### src/hw/cdp_pkg.sv
// Purpose: shared constants, types and helpers of the codec digital datapath
// Assumes: one sample uses 16 of the 32 frame slots, two samples per frame
// Notes:
package cdp_pkg;
   localparam int CDP_APB_AW = 12;
   localparam logic [11:0] CDP_ADDR_CTRL = 12'h000;
   localparam logic [11:0] CDP_ADDR_STATUS = 12'h004;
   localparam logic [8:0] CDP_BITCNT_RESET = 9'h1ff;
   localparam logic [3:0] CDP_SLOT_CTRL = 4'h0;
   localparam logic [3:0] CDP_SLOT_LPLAY = 4'h1;
   localparam logic [3:0] CDP_SLOT_RPLAY = 4'h2;
   localparam logic [3:0] CDP_SLOT_TX_SHARED = 4'h3;
   localparam logic [3:0] CDP_SLOT_TX_LAST = 4'h5;
   localparam int CDP_CW_CLEAR_OVERRANGE = 15;
   localparam int CDP_CW_MCE = 14;
   localparam int CDP_CW_READ_REQUEST = 13;
   localparam logic [15:0] CDP_CW_RESET = 16'hc000;
   localparam logic [7:0] CDP_IX_RESET = 8'h00;
   localparam logic [3:0] CDP_IX_LGAIN = 4'h0;
   localparam logic [3:0] CDP_IX_RGAIN = 4'h1;
   localparam logic [3:0] CDP_IX_AUX = 4'h2;
   localparam logic [3:0] CDP_IX_LDAC = 4'h6;
   localparam logic [3:0] CDP_IX_RDAC = 4'h7;
   localparam logic [3:0] CDP_IX_FORMAT = 4'h8;
   localparam logic [3:0] CDP_IX_HOLE = 4'hb;
   localparam logic [3:0] CDP_IX_MISC = 4'hc;
   localparam logic [3:0] CDP_IX_MONITOR = 4'hd;
   localparam logic [3:0] CDP_IX_LAST = 4'hd;
   localparam int CDP_ZC_TIMEOUT = 384;
   localparam logic [15:0] CDP_POS_FULL = 16'h7fff;
   localparam logic [15:0] CDP_NEG_FULL = 16'h8000;

   typedef enum logic [1:0] {
      CDP_FMT_LIN16 = 2'h0,
      CDP_FMT_LIN8 = 2'h1,
      CDP_FMT_MULAW = 2'h2,
      CDP_FMT_ALAW = 2'h3
   } cdp_format_type;

   // 1.5 dB steps: fraction for att[1:0], 6.02 dB shifts for att[5:2]
   function automatic logic [15:0] cdpAttenuate(input logic [15:0] x,
                                                input logic [5:0] att);
      logic [16:0] frac;
      logic signed [33:0] p;
      case (att[1:0])
         2'h1: frac = 17'h0d766;
         2'h2: frac = 17'h0b53c;
         2'h3: frac = 17'h0987d;
         default: frac = 17'h10000;
      endcase
      p = $signed(x) * $signed({1'b0, frac});
      p = p >>> (16 + int'(att[5:2]));
      return p[15:0];
   endfunction
endpackage

### src/hw/cdp_law_codec.sv
// Purpose: mu-law and A-law expansion and compression of one channel
// Assumes: law selects A-law when high, mu-law when low
// Notes: purely combinational
`timescale 1ns/100ps
module cdp_law_codec (
   // control
   input logic law,
   // compress path
   input logic [15:0] linIn,
   output logic [7:0] codeOut,
   // expand path
   input logic [7:0] codeIn,
   output logic [15:0] linOut
);
   import cdp_pkg::*;

   function automatic logic [15:0] muExpand(input logic [7:0] c);
      logic [7:0] u;
      logic [15:0] t;
      u = ~c;
      t = {9'h000, u[3:0], 3'h0} + 16'h0084;
      t = (t << u[6:4]) - 16'h0084;
      return u[7] ? 16'h0000 - t : t;
   endfunction

   function automatic logic [15:0] aExpand(input logic [7:0] c);
      logic [7:0] a;
      logic [15:0] t;
      a = c ^ 8'h55;
      t = {8'h00, a[3:0], 4'h0};
      if (a[6:4] == 3'h0) t = t + 16'h0008;
      else t = (t + 16'h0108) << (a[6:4] - 3'h1);
      return a[7] ? t : 16'h0000 - t;
   endfunction

   function automatic logic [7:0] muCompress(input logic [15:0] x);
      logic [15:0] m;
      logic [7:0] mask;
      logic [2:0] seg;
      m = x[15] ? 16'h0000 - x : x;
      mask = x[15] ? 8'h7f : 8'hff;
      if (m > 16'h7f7b) m = 16'h7f7b; // clip keeps the bias inside 15 bits
      m = m + 16'h0084;
      seg = 3'h0;
      for (int i = 0; i < 8; i++) if (m[i + 7]) seg = 3'(i);
      m = m >> ({1'b0, seg} + 4'h3);
      return {1'b0, seg, m[3:0]} ^ mask;
   endfunction

   function automatic logic [7:0] aCompress(input logic [15:0] x);
      logic [15:0] m;
      logic [7:0] mask;
      logic [2:0] seg;
      m = (x[15] ? ~x : x) >> 3;
      mask = x[15] ? 8'h55 : 8'hd5;
      seg = 3'h0;
      for (int i = 5; i < 12; i++) if (m[i]) seg = 3'(i - 4);
      m = (seg < 3'h2) ? m >> 1 : m >> seg;
      return {1'b0, seg, m[3:0]} ^ mask;
   endfunction

   // telephony tables, results scaled to the top of the 16-bit word
   always_comb begin
      linOut = law ? aExpand(codeIn) : muExpand(codeIn);
      codeOut = law ? aCompress(linIn) : muCompress(linIn);
   end
endmodule

### src/hw/cdp_zc_atten.sv
// Purpose: playback attenuator of one channel with zero-crossing change
// Assumes: sampleStrobe pulses once per sample
// Notes: a changed target waits for a sign change or the timeout
`timescale 1ns/100ps
module cdp_zc_atten #(
   parameter int TIMEOUT = cdp_pkg::CDP_ZC_TIMEOUT
) (
   // clock and reset
   input logic mclk,
   input logic rst,
   // sample in
   input logic sampleStrobe,
   input logic [15:0] sampleIn,
   // requested setting
   input logic [5:0] targetAtt,
   input logic targetMute,
   // result
   output logic [15:0] sampleOut,
   output logic changePending
);
   import cdp_pkg::*;

   localparam logic [8:0] TMO_LAST = 9'(TIMEOUT - 1);
   logic [6:0] cur_reg, lastTgt_reg, tgt, useAtt;
   logic prevSign_reg, apply, zeroCross, timedOut;
   logic [8:0] timer_reg;
   logic [15:0] sampleOut_reg;

   assign tgt = {targetMute, targetAtt};
   assign changePending = (tgt != cur_reg);
   assign zeroCross = (sampleIn[15] != prevSign_reg);
   assign timedOut = (timer_reg >= TMO_LAST);
   assign apply = changePending & (zeroCross | timedOut);
   assign useAtt = apply ? tgt : cur_reg;
   assign sampleOut = sampleOut_reg;

   // setting and output move only on a sample
   always_ff @(posedge mclk or posedge rst) begin
      if (rst) begin
         cur_reg <= 7'h40; // comes up muted, as mode change is set after reset
         prevSign_reg <= 1'b0;
         sampleOut_reg <= 16'h0000;
      end else if (sampleStrobe) begin
         prevSign_reg <= sampleIn[15];
         if (apply) cur_reg <= tgt;
         sampleOut_reg <= useAtt[6] ? 16'h0000 : cdpAttenuate(sampleIn, useAtt[5:0]);
      end
   end

   // timeout counts samples since the newest request
   always_ff @(posedge mclk or posedge rst) begin
      if (rst) begin
         lastTgt_reg <= 7'h40;
         timer_reg <= 9'h000;
      end else begin
         lastTgt_reg <= tgt;
         if (tgt != lastTgt_reg) timer_reg <= 9'h000;
         else if (sampleStrobe & apply) timer_reg <= 9'h000;
         else if (sampleStrobe & changePending & ~timedOut) timer_reg <= timer_reg + 9'h001;
      end
   end
endmodule

### src/hw/cdp_datapath.sv
// Purpose: TDM serial port, control words and digital datapath of the codec
// Assumes: serial clock and frame sync come from the bus master
// Notes: frame sync marks the first bit of a 32-slot frame
`timescale 1ns/100ps
module cdp_datapath #(
   parameter logic [3:0] CHIP_ID = 4'h5, // arbitrary value
   parameter int ZC_TIMEOUT = cdp_pkg::CDP_ZC_TIMEOUT
) (
   // clock and reset
   input logic mclk,
   input logic rst,
   // apb slave
   input logic [cdp_pkg::CDP_APB_AW-1:0] paddr,
   input logic psel,
   input logic penable,
   input logic pwrite,
   input logic [31:0] pwdata,
   output logic [31:0] prdata,
   output logic pready,
   output logic pslverr,
   // serial link
   input logic serialClk,
   input logic frameSync,
   input logic serialIn,
   output logic serialOut,
   output logic serialOutEn,
   // converters
   input logic [15:0] adcLeft,
   input logic [15:0] adcRight,
   input logic [1:0] ovrLeft,
   input logic [1:0] ovrRight,
   output logic [15:0] dacLeft,
   output logic [15:0] dacRight,
   output logic dacStrobe,
   // analog and clock controls
   output logic [3:0] pgaGainLeft,
   output logic [3:0] pgaGainRight,
   output logic [5:0] auxOneLeft,
   output logic [5:0] auxOneRight,
   output logic [5:0] auxTwoLeft,
   output logic [5:0] auxTwoRight,
   output logic crystalSelect,
   output logic [2:0] rateSelect,
   output logic monoMode
);
   import cdp_pkg::*;

   // link sampling
   logic [2:0] clkSync_reg;
   logic [1:0] fsSync_reg;
   logic [1:0] sdiSync_reg;
   logic sclkRise, sclkFall;

   // frame position and receive
   logic [8:0] bitCnt_reg, bitCnt_next, txBit;
   logic [15:0] rxShift_reg, rxWord;
   logic [3:0] rxSlot, txSlot;
   logic wordDone, ctrlDone;

   // control word and index registers
   logic [15:0] ctrlWord_reg;
   logic [7:0] idx_reg [16];
   logic clear_overrange, mode_change_enable, read_request;
   logic [3:0] rbAddr;
   cdp_format_type fmt;

   // datapath
   logic [15:0] playL_reg, playR_reg, capL_reg, capR_reg;
   logic sampleStrobe_reg, dacStrobe_reg;
   logic [15:0] linL, linR, lawLinL, lawLinR, monL, monR, mixL, mixR;
   logic [7:0] codeL, codeR;
   logic [1:0] ovrL_reg, ovrR_reg;
   logic pendL, pendR;

   // transmit
   logic [15:0] txShift_reg, txWord, statusWord, rbWord;
   logic txEn_reg, txOn, slotSelect_reg;
   logic [1:0] txSel;

   // apb
   logic [31:0] prdata_reg;
   logic apbHit;

   // invalid index addresses neither write nor read back
   function automatic logic ixValid(input logic [3:0] a);
      return (a != CDP_IX_HOLE) && (a <= CDP_IX_LAST);
   endfunction

   // port word to internal linear
   function automatic logic [15:0] toLinear(input cdp_format_type f,
                                            input logic [15:0] w,
                                            input logic [15:0] lawLin);
      case (f)
         CDP_FMT_LIN8: toLinear = {~w[15], w[14:8], 8'h00};
         CDP_FMT_MULAW, CDP_FMT_ALAW: toLinear = lawLin;
         default: toLinear = w;
      endcase
   endfunction

   // internal linear to port word
   function automatic logic [15:0] toWord(input cdp_format_type f,
                                          input logic [15:0] lin,
                                          input logic [7:0] code);
      case (f)
         CDP_FMT_LIN8: toWord = {~lin[15], lin[14:8], 8'h00};
         CDP_FMT_MULAW, CDP_FMT_ALAW: toWord = {code, 8'h00};
         default: toWord = lin;
      endcase
   endfunction

   // monitor plus playback clipped, never wrapped
   function automatic logic [15:0] satAdd(input logic [15:0] a,
                                          input logic [15:0] b);
      logic [16:0] s;
      s = {a[15], a} + {b[15], b};
      if (s[16] != s[15]) return s[16] ? CDP_NEG_FULL : CDP_POS_FULL;
      return s[15:0];
   endfunction

   // two flops on frame sync and data, three on the clock; clock edges compare its second and third stages
   always_ff @(posedge mclk or posedge rst) begin
      if (rst) begin
         clkSync_reg <= 3'h0;
         fsSync_reg <= 2'h0;
         sdiSync_reg <= 2'h0;
      end else begin
         clkSync_reg <= {clkSync_reg[1:0], serialClk};
         fsSync_reg <= {fsSync_reg[0], frameSync};
         sdiSync_reg <= {sdiSync_reg[0], serialIn};
      end
   end

   // data is taken on the falling serial edge, driven on the rising one
   assign sclkRise = clkSync_reg[1] & ~clkSync_reg[2];
   assign sclkFall = ~clkSync_reg[1] & clkSync_reg[2];

   // 512-bit frame counter; frame sync restarts it at bit 0
   assign bitCnt_next = fsSync_reg[1] ? 9'h000 : bitCnt_reg + 9'h001;
   always_ff @(posedge mclk or posedge rst) begin
      if (rst) bitCnt_reg <= CDP_BITCNT_RESET;
      else if (sclkFall) bitCnt_reg <= bitCnt_next;
   end

   // msb-first receive shifter
   always_ff @(posedge mclk or posedge rst) begin
      if (rst) rxShift_reg <= 16'h0000;
      else if (sclkFall) rxShift_reg <= rxWord;
   end
   assign rxWord = {rxShift_reg[14:0], sdiSync_reg[1]};

   // slot number inside the sample, both halves of a frame alike
   assign rxSlot = bitCnt_next[7:4];
   assign wordDone = sclkFall && (bitCnt_next[3:0] == 4'hf);
   assign ctrlDone = wordDone && (rxSlot == CDP_SLOT_CTRL);

   // latest control word; readback and clear bit come from it
   always_ff @(posedge mclk or posedge rst) begin
      if (rst) ctrlWord_reg <= CDP_CW_RESET;
      else if (ctrlDone) ctrlWord_reg <= rxWord;
   end
   assign clear_overrange = ctrlWord_reg[CDP_CW_CLEAR_OVERRANGE];
   assign mode_change_enable = ctrlWord_reg[CDP_CW_MCE];
   assign read_request = ctrlWord_reg[CDP_CW_READ_REQUEST];
   assign rbAddr = ctrlWord_reg[11:8];

   // index write; format and misc need mode change set in the same word
   always_ff @(posedge mclk or posedge rst) begin
      if (rst) begin
         for (int i = 0; i < 16; i++) idx_reg[i] <= CDP_IX_RESET;
      end else if (ctrlDone && !rxWord[CDP_CW_READ_REQUEST] && ixValid(rxWord[11:8])) begin
         if (rxWord[CDP_CW_MCE] ||
             (rxWord[11:8] != CDP_IX_FORMAT && rxWord[11:8] != CDP_IX_MISC))
            idx_reg[rxWord[11:8]] <= rxWord[7:0];
      end
   end

   // settings taken from index registers
   assign fmt = cdp_format_type'(idx_reg[CDP_IX_FORMAT][6:5]);
   assign monoMode = idx_reg[CDP_IX_FORMAT][4];
   assign rateSelect = idx_reg[CDP_IX_FORMAT][3:1];
   assign crystalSelect = idx_reg[CDP_IX_FORMAT][0]; // reset gives crystal_one
   assign pgaGainLeft = idx_reg[CDP_IX_LGAIN][3:0];
   assign pgaGainRight = idx_reg[CDP_IX_RGAIN][3:0];
   // bit 5 mutes, bits 4:0 give 32 gain steps
   assign auxOneLeft = {idx_reg[CDP_IX_AUX][7], idx_reg[CDP_IX_AUX][4:0]};
   assign auxOneRight = {idx_reg[CDP_IX_AUX + 4'h1][7], idx_reg[CDP_IX_AUX + 4'h1][4:0]};
   assign auxTwoLeft = {idx_reg[CDP_IX_AUX + 4'h2][7], idx_reg[CDP_IX_AUX + 4'h2][4:0]};
   assign auxTwoRight = {idx_reg[CDP_IX_AUX + 4'h3][7], idx_reg[CDP_IX_AUX + 4'h3][4:0]};

   // playback words held until the right word completes the sample
   always_ff @(posedge mclk or posedge rst) begin
      if (rst) begin
         playL_reg <= 16'h0000;
         playR_reg <= 16'h0000;
         sampleStrobe_reg <= 1'b0;
      end else begin
         if (wordDone && rxSlot == CDP_SLOT_LPLAY) playL_reg <= rxWord;
         if (wordDone && rxSlot == CDP_SLOT_RPLAY) playR_reg <= rxWord;
         sampleStrobe_reg <= wordDone && (rxSlot == CDP_SLOT_RPLAY);
      end
   end

   // conversion only at the port edges
   cdp_law_codec u_codec_left (
      .law(fmt == CDP_FMT_ALAW),
      .linIn(capL_reg),
      .codeOut(codeL),
      .codeIn(playL_reg[15:8]),
      .linOut(lawLinL)
   );
   cdp_law_codec u_codec_right (
      .law(fmt == CDP_FMT_ALAW),
      .linIn(capR_reg),
      .codeOut(codeR),
      .codeIn(playR_reg[15:8]),
      .linOut(lawLinR)
   );

   // mono plays the left sample on both channels
   assign linL = toLinear(fmt, playL_reg, lawLinL);
   assign linR = monoMode ? linL : toLinear(fmt, playR_reg, lawLinR);

   // monitor taps a copy; the capture registers keep the raw value
   always_comb begin
      monL = 16'h0000;
      monR = 16'h0000;
      if (idx_reg[CDP_IX_MONITOR][0]) begin // enable bit; low stops mixing
         monL = cdpAttenuate(adcLeft, idx_reg[CDP_IX_MONITOR][7:2]);
         monR = cdpAttenuate(monoMode ? adcLeft : adcRight, idx_reg[CDP_IX_MONITOR][7:2]);
      end
   end
   assign mixL = satAdd(linL, monL);
   assign mixR = satAdd(linR, monR);

   // mode change mutes the playback attenuators
   cdp_zc_atten #(
      .TIMEOUT(ZC_TIMEOUT)
   ) u_atten_left (
      .mclk(mclk),
      .rst(rst),
      .sampleStrobe(sampleStrobe_reg),
      .sampleIn(mixL),
      .targetAtt(idx_reg[CDP_IX_LDAC][5:0]),
      .targetMute(idx_reg[CDP_IX_LDAC][7] | mode_change_enable),
      .sampleOut(dacLeft),
      .changePending(pendL)
   );
   cdp_zc_atten #(
      .TIMEOUT(ZC_TIMEOUT)
   ) u_atten_right (
      .mclk(mclk),
      .rst(rst),
      .sampleStrobe(sampleStrobe_reg),
      .sampleIn(mixR),
      .targetAtt(idx_reg[CDP_IX_RDAC][5:0]),
      .targetMute(idx_reg[CDP_IX_RDAC][7] | mode_change_enable),
      .sampleOut(dacRight),
      .changePending(pendR)
   );

   always_ff @(posedge mclk or posedge rst) begin
      if (rst) dacStrobe_reg <= 1'b0;
      else dacStrobe_reg <= sampleStrobe_reg;
   end
   assign dacStrobe = dacStrobe_reg;

   // capture and overrange move once per sample
   always_ff @(posedge mclk or posedge rst) begin
      if (rst) begin
         capL_reg <= 16'h0000;
         capR_reg <= 16'h0000;
         ovrL_reg <= 2'h0;
         ovrR_reg <= 2'h0;
      end else if (sampleStrobe_reg) begin
         capL_reg <= adcLeft; // no mix here
         capR_reg <= monoMode ? adcLeft : adcRight;
         // clear bit high follows each sample, low keeps the largest
         if (clear_overrange || ovrLeft > ovrL_reg) ovrL_reg <= ovrLeft;
         if (clear_overrange || ovrRight > ovrR_reg) ovrR_reg <= ovrRight;
      end
   end

   // status, or readback in control word layout
   assign statusWord = {2'b00, read_request, 1'b0, CHIP_ID, 2'b00, ovrR_reg, ovrL_reg, 2'b00};
   assign rbWord = {ctrlWord_reg[15:8], idx_reg[rbAddr]};

   // next bit to present belongs to the coming falling edge
   assign txBit = bitCnt_reg + 9'h001;
   assign txSlot = txBit[7:4];
   // separate wires send in slots 0-2, shared wire in slots 3-5
   assign txOn = slotSelect_reg ? (txSlot <= CDP_SLOT_RPLAY)
                 : (txSlot >= CDP_SLOT_TX_SHARED && txSlot <= CDP_SLOT_TX_LAST);
   assign txSel = slotSelect_reg ? txSlot[1:0] : 2'(txSlot - CDP_SLOT_TX_SHARED);

   // old request still stands at slot 0, so readback lands a sample later
   always_comb begin
      case (txSel)
         2'h0: txWord = (read_request && ixValid(rbAddr)) ? rbWord : statusWord;
         2'h1: txWord = toWord(fmt, capL_reg, codeL);
         2'h2: txWord = toWord(fmt, capR_reg, codeR);
         default: txWord = 16'h0000;
      endcase
   end

   // transmit shifter and output enable
   always_ff @(posedge mclk or posedge rst) begin
      if (rst) begin
         txShift_reg <= 16'h0000;
         txEn_reg <= 1'b0;
      end else if (sclkRise) begin
         txEn_reg <= txOn;
         if (txOn && txBit[3:0] == 4'h0) txShift_reg <= txWord;
         else txShift_reg <= {txShift_reg[14:0], 1'b0};
      end
   end
   assign serialOut = txShift_reg[15];
   assign serialOutEn = txEn_reg;

   // apb: zero wait states, unmapped access flags an error
   assign apbHit = (paddr == CDP_ADDR_CTRL) || (paddr == CDP_ADDR_STATUS);
   assign pready = 1'b1;
   assign pslverr = psel & penable & ~apbHit;
   assign prdata = prdata_reg;

   always_ff @(posedge mclk or posedge rst) begin
      if (rst) slotSelect_reg <= 1'b0;
      else if (psel && penable && pwrite && paddr == CDP_ADDR_CTRL) slotSelect_reg <= pwdata[0];
   end

   // read data captured in the setup cycle
   always_ff @(posedge mclk or posedge rst) begin
      if (rst) begin
         prdata_reg <= 32'h00000000;
      end else if (psel && !penable) begin
         case (paddr)
            CDP_ADDR_CTRL: prdata_reg <= {31'h00000000, slotSelect_reg};
            CDP_ADDR_STATUS: prdata_reg <= {22'h000000, monoMode, pendR, pendL, crystalSelect,
                                           clear_overrange, mode_change_enable, ovrR_reg, ovrL_reg};
            default: prdata_reg <= 32'h00000000;
         endcase
      end
   end
endmodule

### config.mk
export PLATFORM = sky130hd
export DESIGN_NAME = cdp_datapath
export DESIGN_NICKNAME = d
export VERILOG_FILES = /design/src/hw/cdp_pkg.sv /design/src/hw/cdp_law_codec.sv /design/src/hw/cdp_zc_atten.sv /design/src/hw/cdp_datapath.sv
export SDC_FILE = /design/constraint.sdc
export NUM_CORES = 2
export LEC_CHECK = 0
export ABC_AREA = 1
export BUFFER_PORTS_ARGS = -buffer_cell sky130_fd_sc_hd__buf_4
export CAP_MARGIN = 10
export CORE_UTILIZATION = 55
export CTS_CLUSTER_SIZE = 8
export DETAILED_ROUTE_END_ITERATION = 10
export PLACE_DENSITY = 0.82
export SKIP_LAST_GASP = 1
export SYNTH_ARGS = -nofsm -noshare
export SYNTH_HDL_FRONTEND = slang
export SYNTH_SLANG_ARGS = --single-unit
### constraint.sdc
create_clock -name mclk -period 38.9 [get_ports mclk]
set_input_delay 1.945 -clock mclk [delete_from_list [all_inputs] [get_ports mclk]]
set_output_delay 1.945 -clock mclk [all_outputs]
set_load 0.01 [all_outputs]
# After elaboration in Yosys (flattened, before gate mapping)
# Cells that the tools add are included.
# W data, S select, Z words.
# classes
n_mux	95
div	0
bitwise	37
n_lt_le_gt_ge	16
n_eq_ne	30
add_sub_neg	29
n_mul	4
reduce_logical	35
shifts	12
# op_table
cell	count
$mux W16	28
$pmux W17 S3	3
$mul A16 B18 Y34	4
$bwmux W128	1
$pmux W16 S2	4
$sshr A34 B32 Y16	3
$sub A1 B16 Y16 const A	6
$mux W8	9
$shl A16 B3 Y16	4
$mux W9	7
$mux W17	3
$mux W3	16
$pmux W16 S3	1
$add A16 B16 Y17	2
$sshr A34 B6 Y16	1
$add A16 B8 Y16 const B	2
$bmux W8 S4	1
$demux W8 S4	1
$gt A16 B15 Y1 const B	2
$not A16 Y16	2
$shr A16 B4 Y4	2
$sub A16 B8 Y16 const B	2
$xor A7 B8 Y8	4
$ne A7 B7 Y1	4
other kinds (47)	146
# word_totals
output_inout_bits	106
romBits	0
n_memories	0
mem_bits_rw	0
latch_bits	0
register_bits	375

# Logic depth before layout (Yosys ltp)
# logic_depth
word_depth	23
mapped_depth	105

# Hierarchy
# A second synthesis with hierarchy kept.
# unflattened
cells_unflattened	8833
hier_area_um2	63447.1
# modules_own_cells
mod	n_inst	cells_each	seq_area_each_um2	area_each_um2
cdp_datapath	1	4404	6618.8	33480.9
cdp_zc_atten at u_atten_right	1	1589	1003.5	11827.6
cdp_zc_atten at u_atten_left	1	1576	1003.5	11767.5
cdp_law_codec	2	632	0.0	3185.6

# Worst setup path before layout
# OpenSTA, ideal clock, no wires.
# synth_timing
path_kind	input port to flip-flop
startpoint	input port adcLeft[2]
endpoint	register u_atten_right.sampleOut_reg[7] (netlist: u_atten_right.sampleOut[7])
t_required_ns	38.784
cell_stages	93
arrival_ns	17.831
setup_slack_ns	20.952
cell_sequence	clkbuf_1 -> inv_1 -> nand2_1 -> o21ai_1 -> or2_2 -> fa_1 -> fa_1 -> fa_1 -> inv_1 -> fa_1 -> fa_1 -> inv_1 -> fa_1 -> inv_1 -> ha_1 -> nand2_1 -> o21a_1 -> nand2_1 -> (+57 left out) -> a21oi_1 -> inv_1 -> a31oi_1 -> inv_1 -> a221oi_1 -> nand2_1 -> nand2_1 -> nand2_1 -> nand2_1 -> nand3_1 -> nand2_1 -> nand2_1 -> nand2_1 -> nand2_1 -> nand2_1 -> nand2_1 -> nand2_1 -> nand2_1
# synth_between
elab_chain_len	18
word_cells_on_any_way	23
classes_between	add/sub: 2; mul: 2; eq/ne: 5; shift: 2; mux: 10; bitwise: 2
# synth_lines
item	line	source
start: declaration	cdp_datapath.sv:28	input logic [15:0] adcLeft,
$mux W16 *	cdp_datapath.sv:229	monR = cdpAttenuate(monoMode ? adcLeft : adcRight, idx_reg[CDP_IX_MONITOR][7:2]);
$mul A16 B18 Y34 *	cdp_pkg.sv:51	p = $signed(x) * $signed({1'b0, frac});
$sshr A34 B6 Y16 *	cdp_pkg.sv:52	p = p >>> (16 + int'(att[5:2]));
$mux W16 *	cdp_datapath.sv:227	if (idx_reg[CDP_IX_MONITOR][0]) begin
$add A16 B16 Y17 *	cdp_datapath.sv:115	s = {a[15], a} + {b[15], b};
$mux W16 or $ne A1 B1 Y1 (tied branches)	cdp_datapath.sv:116	if (s[16] != s[15]) return s[16] ? CDP_NEG_FULL : CDP_POS_FULL;
$mux W16 or $mux W1 (tied branches)	cdp_datapath.sv:116	
$mux W16 *	cdp_datapath.sv:117	return s[15:0];
(+3 left out)	n/a	
$mux W7 *	cdp_zc_atten.sv:34	assign useAtt = apply ? tgt : cur_reg;
named net u_atten_right.useAtt[1]	cdp_zc_atten.sv:24	logic [6:0] cur_reg, lastTgt_reg, tgt, useAtt;
$eq A2 B2 Y1 or $eq A2 B1 Y1 (tied branches)	cdp_pkg.sv:45	case (att[1:0])
$pmux W17 S3 *	cdp_pkg.sv:45	
$mux W17 *	cdp_zc_atten.sv:43	end else if (sampleStrobe) begin
$mul A16 B18 Y34 *	cdp_pkg.sv:51	
$sshr A34 B32 Y16 *	cdp_pkg.sv:52	
$mux W16 *	cdp_zc_atten.sv:46	sampleOut_reg <= useAtt[6] ? 16'h0000 : cdpAttenuate(sampleIn, useAtt[5:0]);
end signal: assignment	cdp_zc_atten.sv:46	
end: declaration	cdp_zc_atten.sv:27	logic [15:0] sampleOut_reg;
# Mark *: on every way through the listed nets, which the timed path passes. The rest lies on a longest branch. The select of a mux whose other input is x is not followed.
# A chain may end at the register's enable or synchronous reset.

# Worst setup path in the final report
# layout_timing
startpoint	register idx_reg[19] (netlist bit)
endpoint	register u_atten_left.sampleOut_reg[15] (netlist: u_atten_left.sampleOut[15])
# layout_between
elab_chain_len	20
word_cells_on_any_way	27
classes_between	add/sub: 2; mul: 2; eq/ne: 8; shift: 2; mux: 11; bitwise: 2
# layout_lines
item	line	source
start: declaration	cdp_datapath.sv:62	logic [7:0] idx_reg [16];
start signal: indexed assignment	cdp_datapath.sv:173	idx_reg[rxWord[11:8]] <= rxWord[7:0];
$eq A2 B2 Y1 or $eq A2 B1 Y1 (tied branches)	cdp_pkg.sv:45	
$pmux W17 S3 *	cdp_pkg.sv:45	
$mux W17 *	cdp_datapath.sv:227	
$mul A16 B18 Y34 *	cdp_pkg.sv:51	
$sshr A34 B32 Y16 *	cdp_pkg.sv:52	
$mux W16 *	cdp_datapath.sv:227	
$add A16 B16 Y17 *	cdp_datapath.sv:115	
$mux W16 or $ne A1 B1 Y1 (tied branches)	cdp_datapath.sv:116	
(+5 left out)	n/a	
$mux W7 *	cdp_zc_atten.sv:34	
named net u_atten_left.useAtt[0]	cdp_zc_atten.sv:24	
$eq A2 B2 Y1 or $eq A2 B1 Y1 (tied branches)	cdp_pkg.sv:45	
$pmux W17 S3 *	cdp_pkg.sv:45	
$mux W17 *	cdp_zc_atten.sv:43	
$mul A16 B18 Y34 *	cdp_pkg.sv:51	
$sshr A34 B32 Y16 *	cdp_pkg.sv:52	
$mux W16 *	cdp_zc_atten.sv:46	
end signal: assignment	cdp_zc_atten.sv:46	
end: declaration	cdp_zc_atten.sv:27	
# Marks and branches as above.

==> flow_summary.ini <==
[clock_tree]
clk_latency_ns = 0.62
cts_tree = built
cts-resized-gates = 0
root_buffer = clkbuf_16
postCtsSetupRepairBufs = 0
htree_levels = 2
clockBufferDepth = 3
cts.sinks = 344
cts-hold-fix-buffers = 0
numCtsBuffers = 50
path_clk_slew_ns = 0.05

[setup_path]
crit_top_cell = nand2_1
r2r_cells = 93
cp.arrival_ns = 22.25
r2r_end = u_atten_left.sampleOut[15]
cp_slowest_cell = o21ai_1
endpoint_kind = register
r2r_start = idx_reg[19]
slowest_delay_ns = 0.88
critPathKind = register to register
crit_fanout = 49
regToRegSetupSlack_ns = 17.16
crit_required_ns = 39.41
cp-start-kind = register

[routing]
wl_mm = 173
vias = 53700
via_per_inst = 5.60
drcViolationCount = 0
drtAntennaViolNets = 0
wire_per_inst_um = 18.0
drt_first_iter_violations = 4611
firstDrtPassIters = 8

[sta]
rsz0062_at_grt = false
relSlewSlack = 0.153
fin_skew_ns = 0.0373
fin_crit_sh = 0.559
setup_viol = 0
slew_viol_final = 0
worstMarginPinSlew_ns = 1.26
setup_tns_ns = 0
hold_violations = 0
fmax_ghz = 0.0460
fin_crit_ns = 21.74

[min_path]
min_from = fsSync_reg[0]
hold_end = fsSync_reg[1]
hp-class = register to register
min_path_cells = 0

[power_and_ir_drop]
intPower_uw = 677
pwr-share-seq = 0.380
cellPowerDensity_nw_per_um2 = 15.3
switchingPower_uw = 300
p_leak_nw = 34.5
pwr-share-clk = 0.428
swShare = 0.307
vdd_drop_max_uv = 34.2
p_comb_frac = 0.193

[place]
portBuffers = 139
dp_cells = 9492
hpwl_mm = 141
place_congestion = 0.992

[global_routing]
gr-usage-all-layers = 0.315
grt_overflow = 0
use_met1 = 0.413
grt_pass1_wl_mm = 281
grt_most_used_layer = met2
use_met2 = 0.522
use_met3 = 0.0505
grt_max_degree = 187
grt_pass1_vias = 54300
antenna_found_initial = 3

[yosys]
syn_area_per_cell_um2 = 7.39
ys_seq_area_frac = 0.143
yosysUniqueCellTypes = 78
ys_warn_count = 0
synth_top_flop_cell = dfrtp_1
netlist_instances = 8167
async_flop_share = 1.00
synth_area_um2 = 60400
synth_edf_count = 0
ys_ff_latch = 344

[layout]
area_growth_pct = 5.76
fin_nets = 9594
drive_gt1_frac = 0.0515
layout.cells.non_filler = 9593
largest_reg_flops = 89

[status]
status = finished, final reports clean

[die]
die_y_um = 333
start_util = 0.555
core_area_um2 = 109000
die_area_um2 = 111000
chipWidth_um = 333
std_cell_rows = 121
io_pins = 194

[run]
max_cap_violations = 0
through the flow:
| stage | cell area (µm²) | setup WS [ns] | util | total power [mW] | hold slack [ns] |
|---|---|---|---|---|---|
| floorplan | 60500 | 20.95 | - | 0.508 | 0.331 |
| global placement | 62300 | 17.78 | 0.573 | 0.557 | 0.333 |
| detailed placement | 62300 | 17.54 | 0.573 | 0.561 | 0.336 |
| CTS | 63800 | 17.52 | 0.586 | 0.979 | 0.348 |
| global route | 63800 | 15.96 | 0.587 | 1.02 | 0.352 |
| finish | 63900 | 17.16 | 0.587 | 0.977 | 0.344 |
cells by family (layout without fill, tap and decap cells):
| logic type | count (synthesis) | after routing | synth area share |
|---|---|---|---|
| adder cells (fa/ha/maj) | 1373 | 1373 | 0.378 |
| AO/OA/AOI/OAI | 1126 | 1126 | 0.105 |
| buffers and inverters | 2138 | 2116 | 0.137 |
| multiplexers | 1 | 1 | 0.000166 |
| flip-flops | 344 | 344 | 0.143 |
| other | 2 | 36 | 0.000124 |
| XOR/XNOR | 160 | 160 | 0.0236 |
| AND/OR/NAND/NOR | 3023 | 3023 | 0.212 |
power by group through the flow:
stage          Clock (mW)  Sequential (mW)  Combinational [mW]
2_1_floorplan           0            0.375               0.133
4_1_cts             0.422            0.371               0.186
5_1_grt             0.438            0.371               0.213
6_report            0.418            0.371               0.188
3_3_place_gp            0            0.376               0.181
3_5_place_dp            0            0.376               0.184
worst max-delay path, delay by kind of cell (launching register included):
family / cells / cell delay (ns)
XOR/XNOR: 3 / 0.54
AO/OA/AOI/OAI: 22 / 4.88
AND/OR/NAND/NOR: 32 / 3.94
adder cells (fa/ha/maj): 18 / 7.96
buffers and inverters: 18 / 3.91
flip-flops: 1 / 0.36
routing by layer:
metal	vias up	wire length, µm
li1	25200	-
met1	25900	71400
met2	2202	80500
met3	448	13500
met4	4	7420
met5	-	27
synth_stat cells, types with 10 or more instances:
cell | count | share of area
inv_1 | 1783 | 0.11
nand2_1 | 1530 | 0.095
fa_1 | 756 | 0.25
nor2_1 | 691 | 0.043
ha_1 | 617 | 0.13
nand3_1 | 561 | 0.046
o21ai_0 | 505 | 0.042
dfrtp_1 | 330 | 0.14
a21oi_1 | 318 | 0.026
clkbuf_1 | 223 | 0.014
xor2_1 | 101 | 0.015
buf_4 | 61 | 0.0076
xnor2_1 | 57 | 0.0083
nor3_1 | 45 | 0.0037
o221ai_1 | 44 | 0.0064
or2_2 | 44 | 0.0046
o21ai_1 | 38 | 0.0031
a31oi_1 | 34 | 0.0035
nand4_1 | 34 | 0.0035
o22ai_1 | 34 | 0.0035
o211ai_1 | 30 | 0.0037
nand2_2 | 25 | 0.0026
nand3b_1 | 25 | 0.0031
clkinv_1 | 23 | 0.0014
buf_1 | 19 | 0.0012
o21a_1 | 19 | 0.0024
o21bai_1 | 16 | 0.0020
nor2_2 | 15 | 0.0016
dfstp_2 | 14 | 0.0061
inv_2 | 14 | 0.00087
a21o_1 | 13 | 0.0016
a22oi_1 | 11 | 0.0014
buf_2 | 11 | 0.00091
nand2_4 | 11 | 0.0021
nor4_1 | 10 | 0.0010
layout by cell type, fill, tap and decap left out, types with 13 or more instances in the layout:
master     instances
fa_1             756
buf_4            199
nand2_2           25
o211ai_1          30
nand3_1          561
o221ai_1          44
a21o_1            13
dfstp_2           14
inv_1           1781
clkinv_1          23
conb_1            32
dfrtp_1          328
inv_2             15
clkbuf_16         50
or2_2             44
a21oi_1          318
a31oi_1           34
xor2_1           101
ha_1             616
nand2_1         1530
xnor2_1           57
o22ai_1           34
o21ai_1           38
o21a_1            19
o21bai_1          16
nor2_1           690
nor3_1            45
nor2_2            16
nand3b_1          25
nand4_1           34
o21ai_0          504
clkbuf_1          38
how the worst max path moves through the flow:
stage / start / end / slack [ns] / cells after the start
final: idx_reg[19] / u_atten_left.sampleOut[15] / 17.16 / 93
after global routing: idx_reg[19] / u_atten_left.sampleOut[15] / 15.96 / 94
after detailed placement: adcRight[4] / u_atten_right.sampleOut[4] / 17.54 / 83
after global placement: idx_reg[19] / u_atten_left.sampleOut[6] / 17.78 / 91
after CTS: idx_reg[19] / u_atten_left.sampleOut[15] / 17.52 / 93
after floorplan: adcLeft[2] / u_atten_right.sampleOut[7] / 20.95 / 93
layout make-up:
type                    instances  area (µm²)
clock buffers                  88        1390
fillers                      9741       45000
multi-input cells            5715       43600
clock inverters                 6         106
well taps                    1414        1770
repair buffers                201        1530
flip-flops and latches        344        8630
diodes                          4        10.0
inverters                    1821        6850
Power figures use the tool's default switching activity.
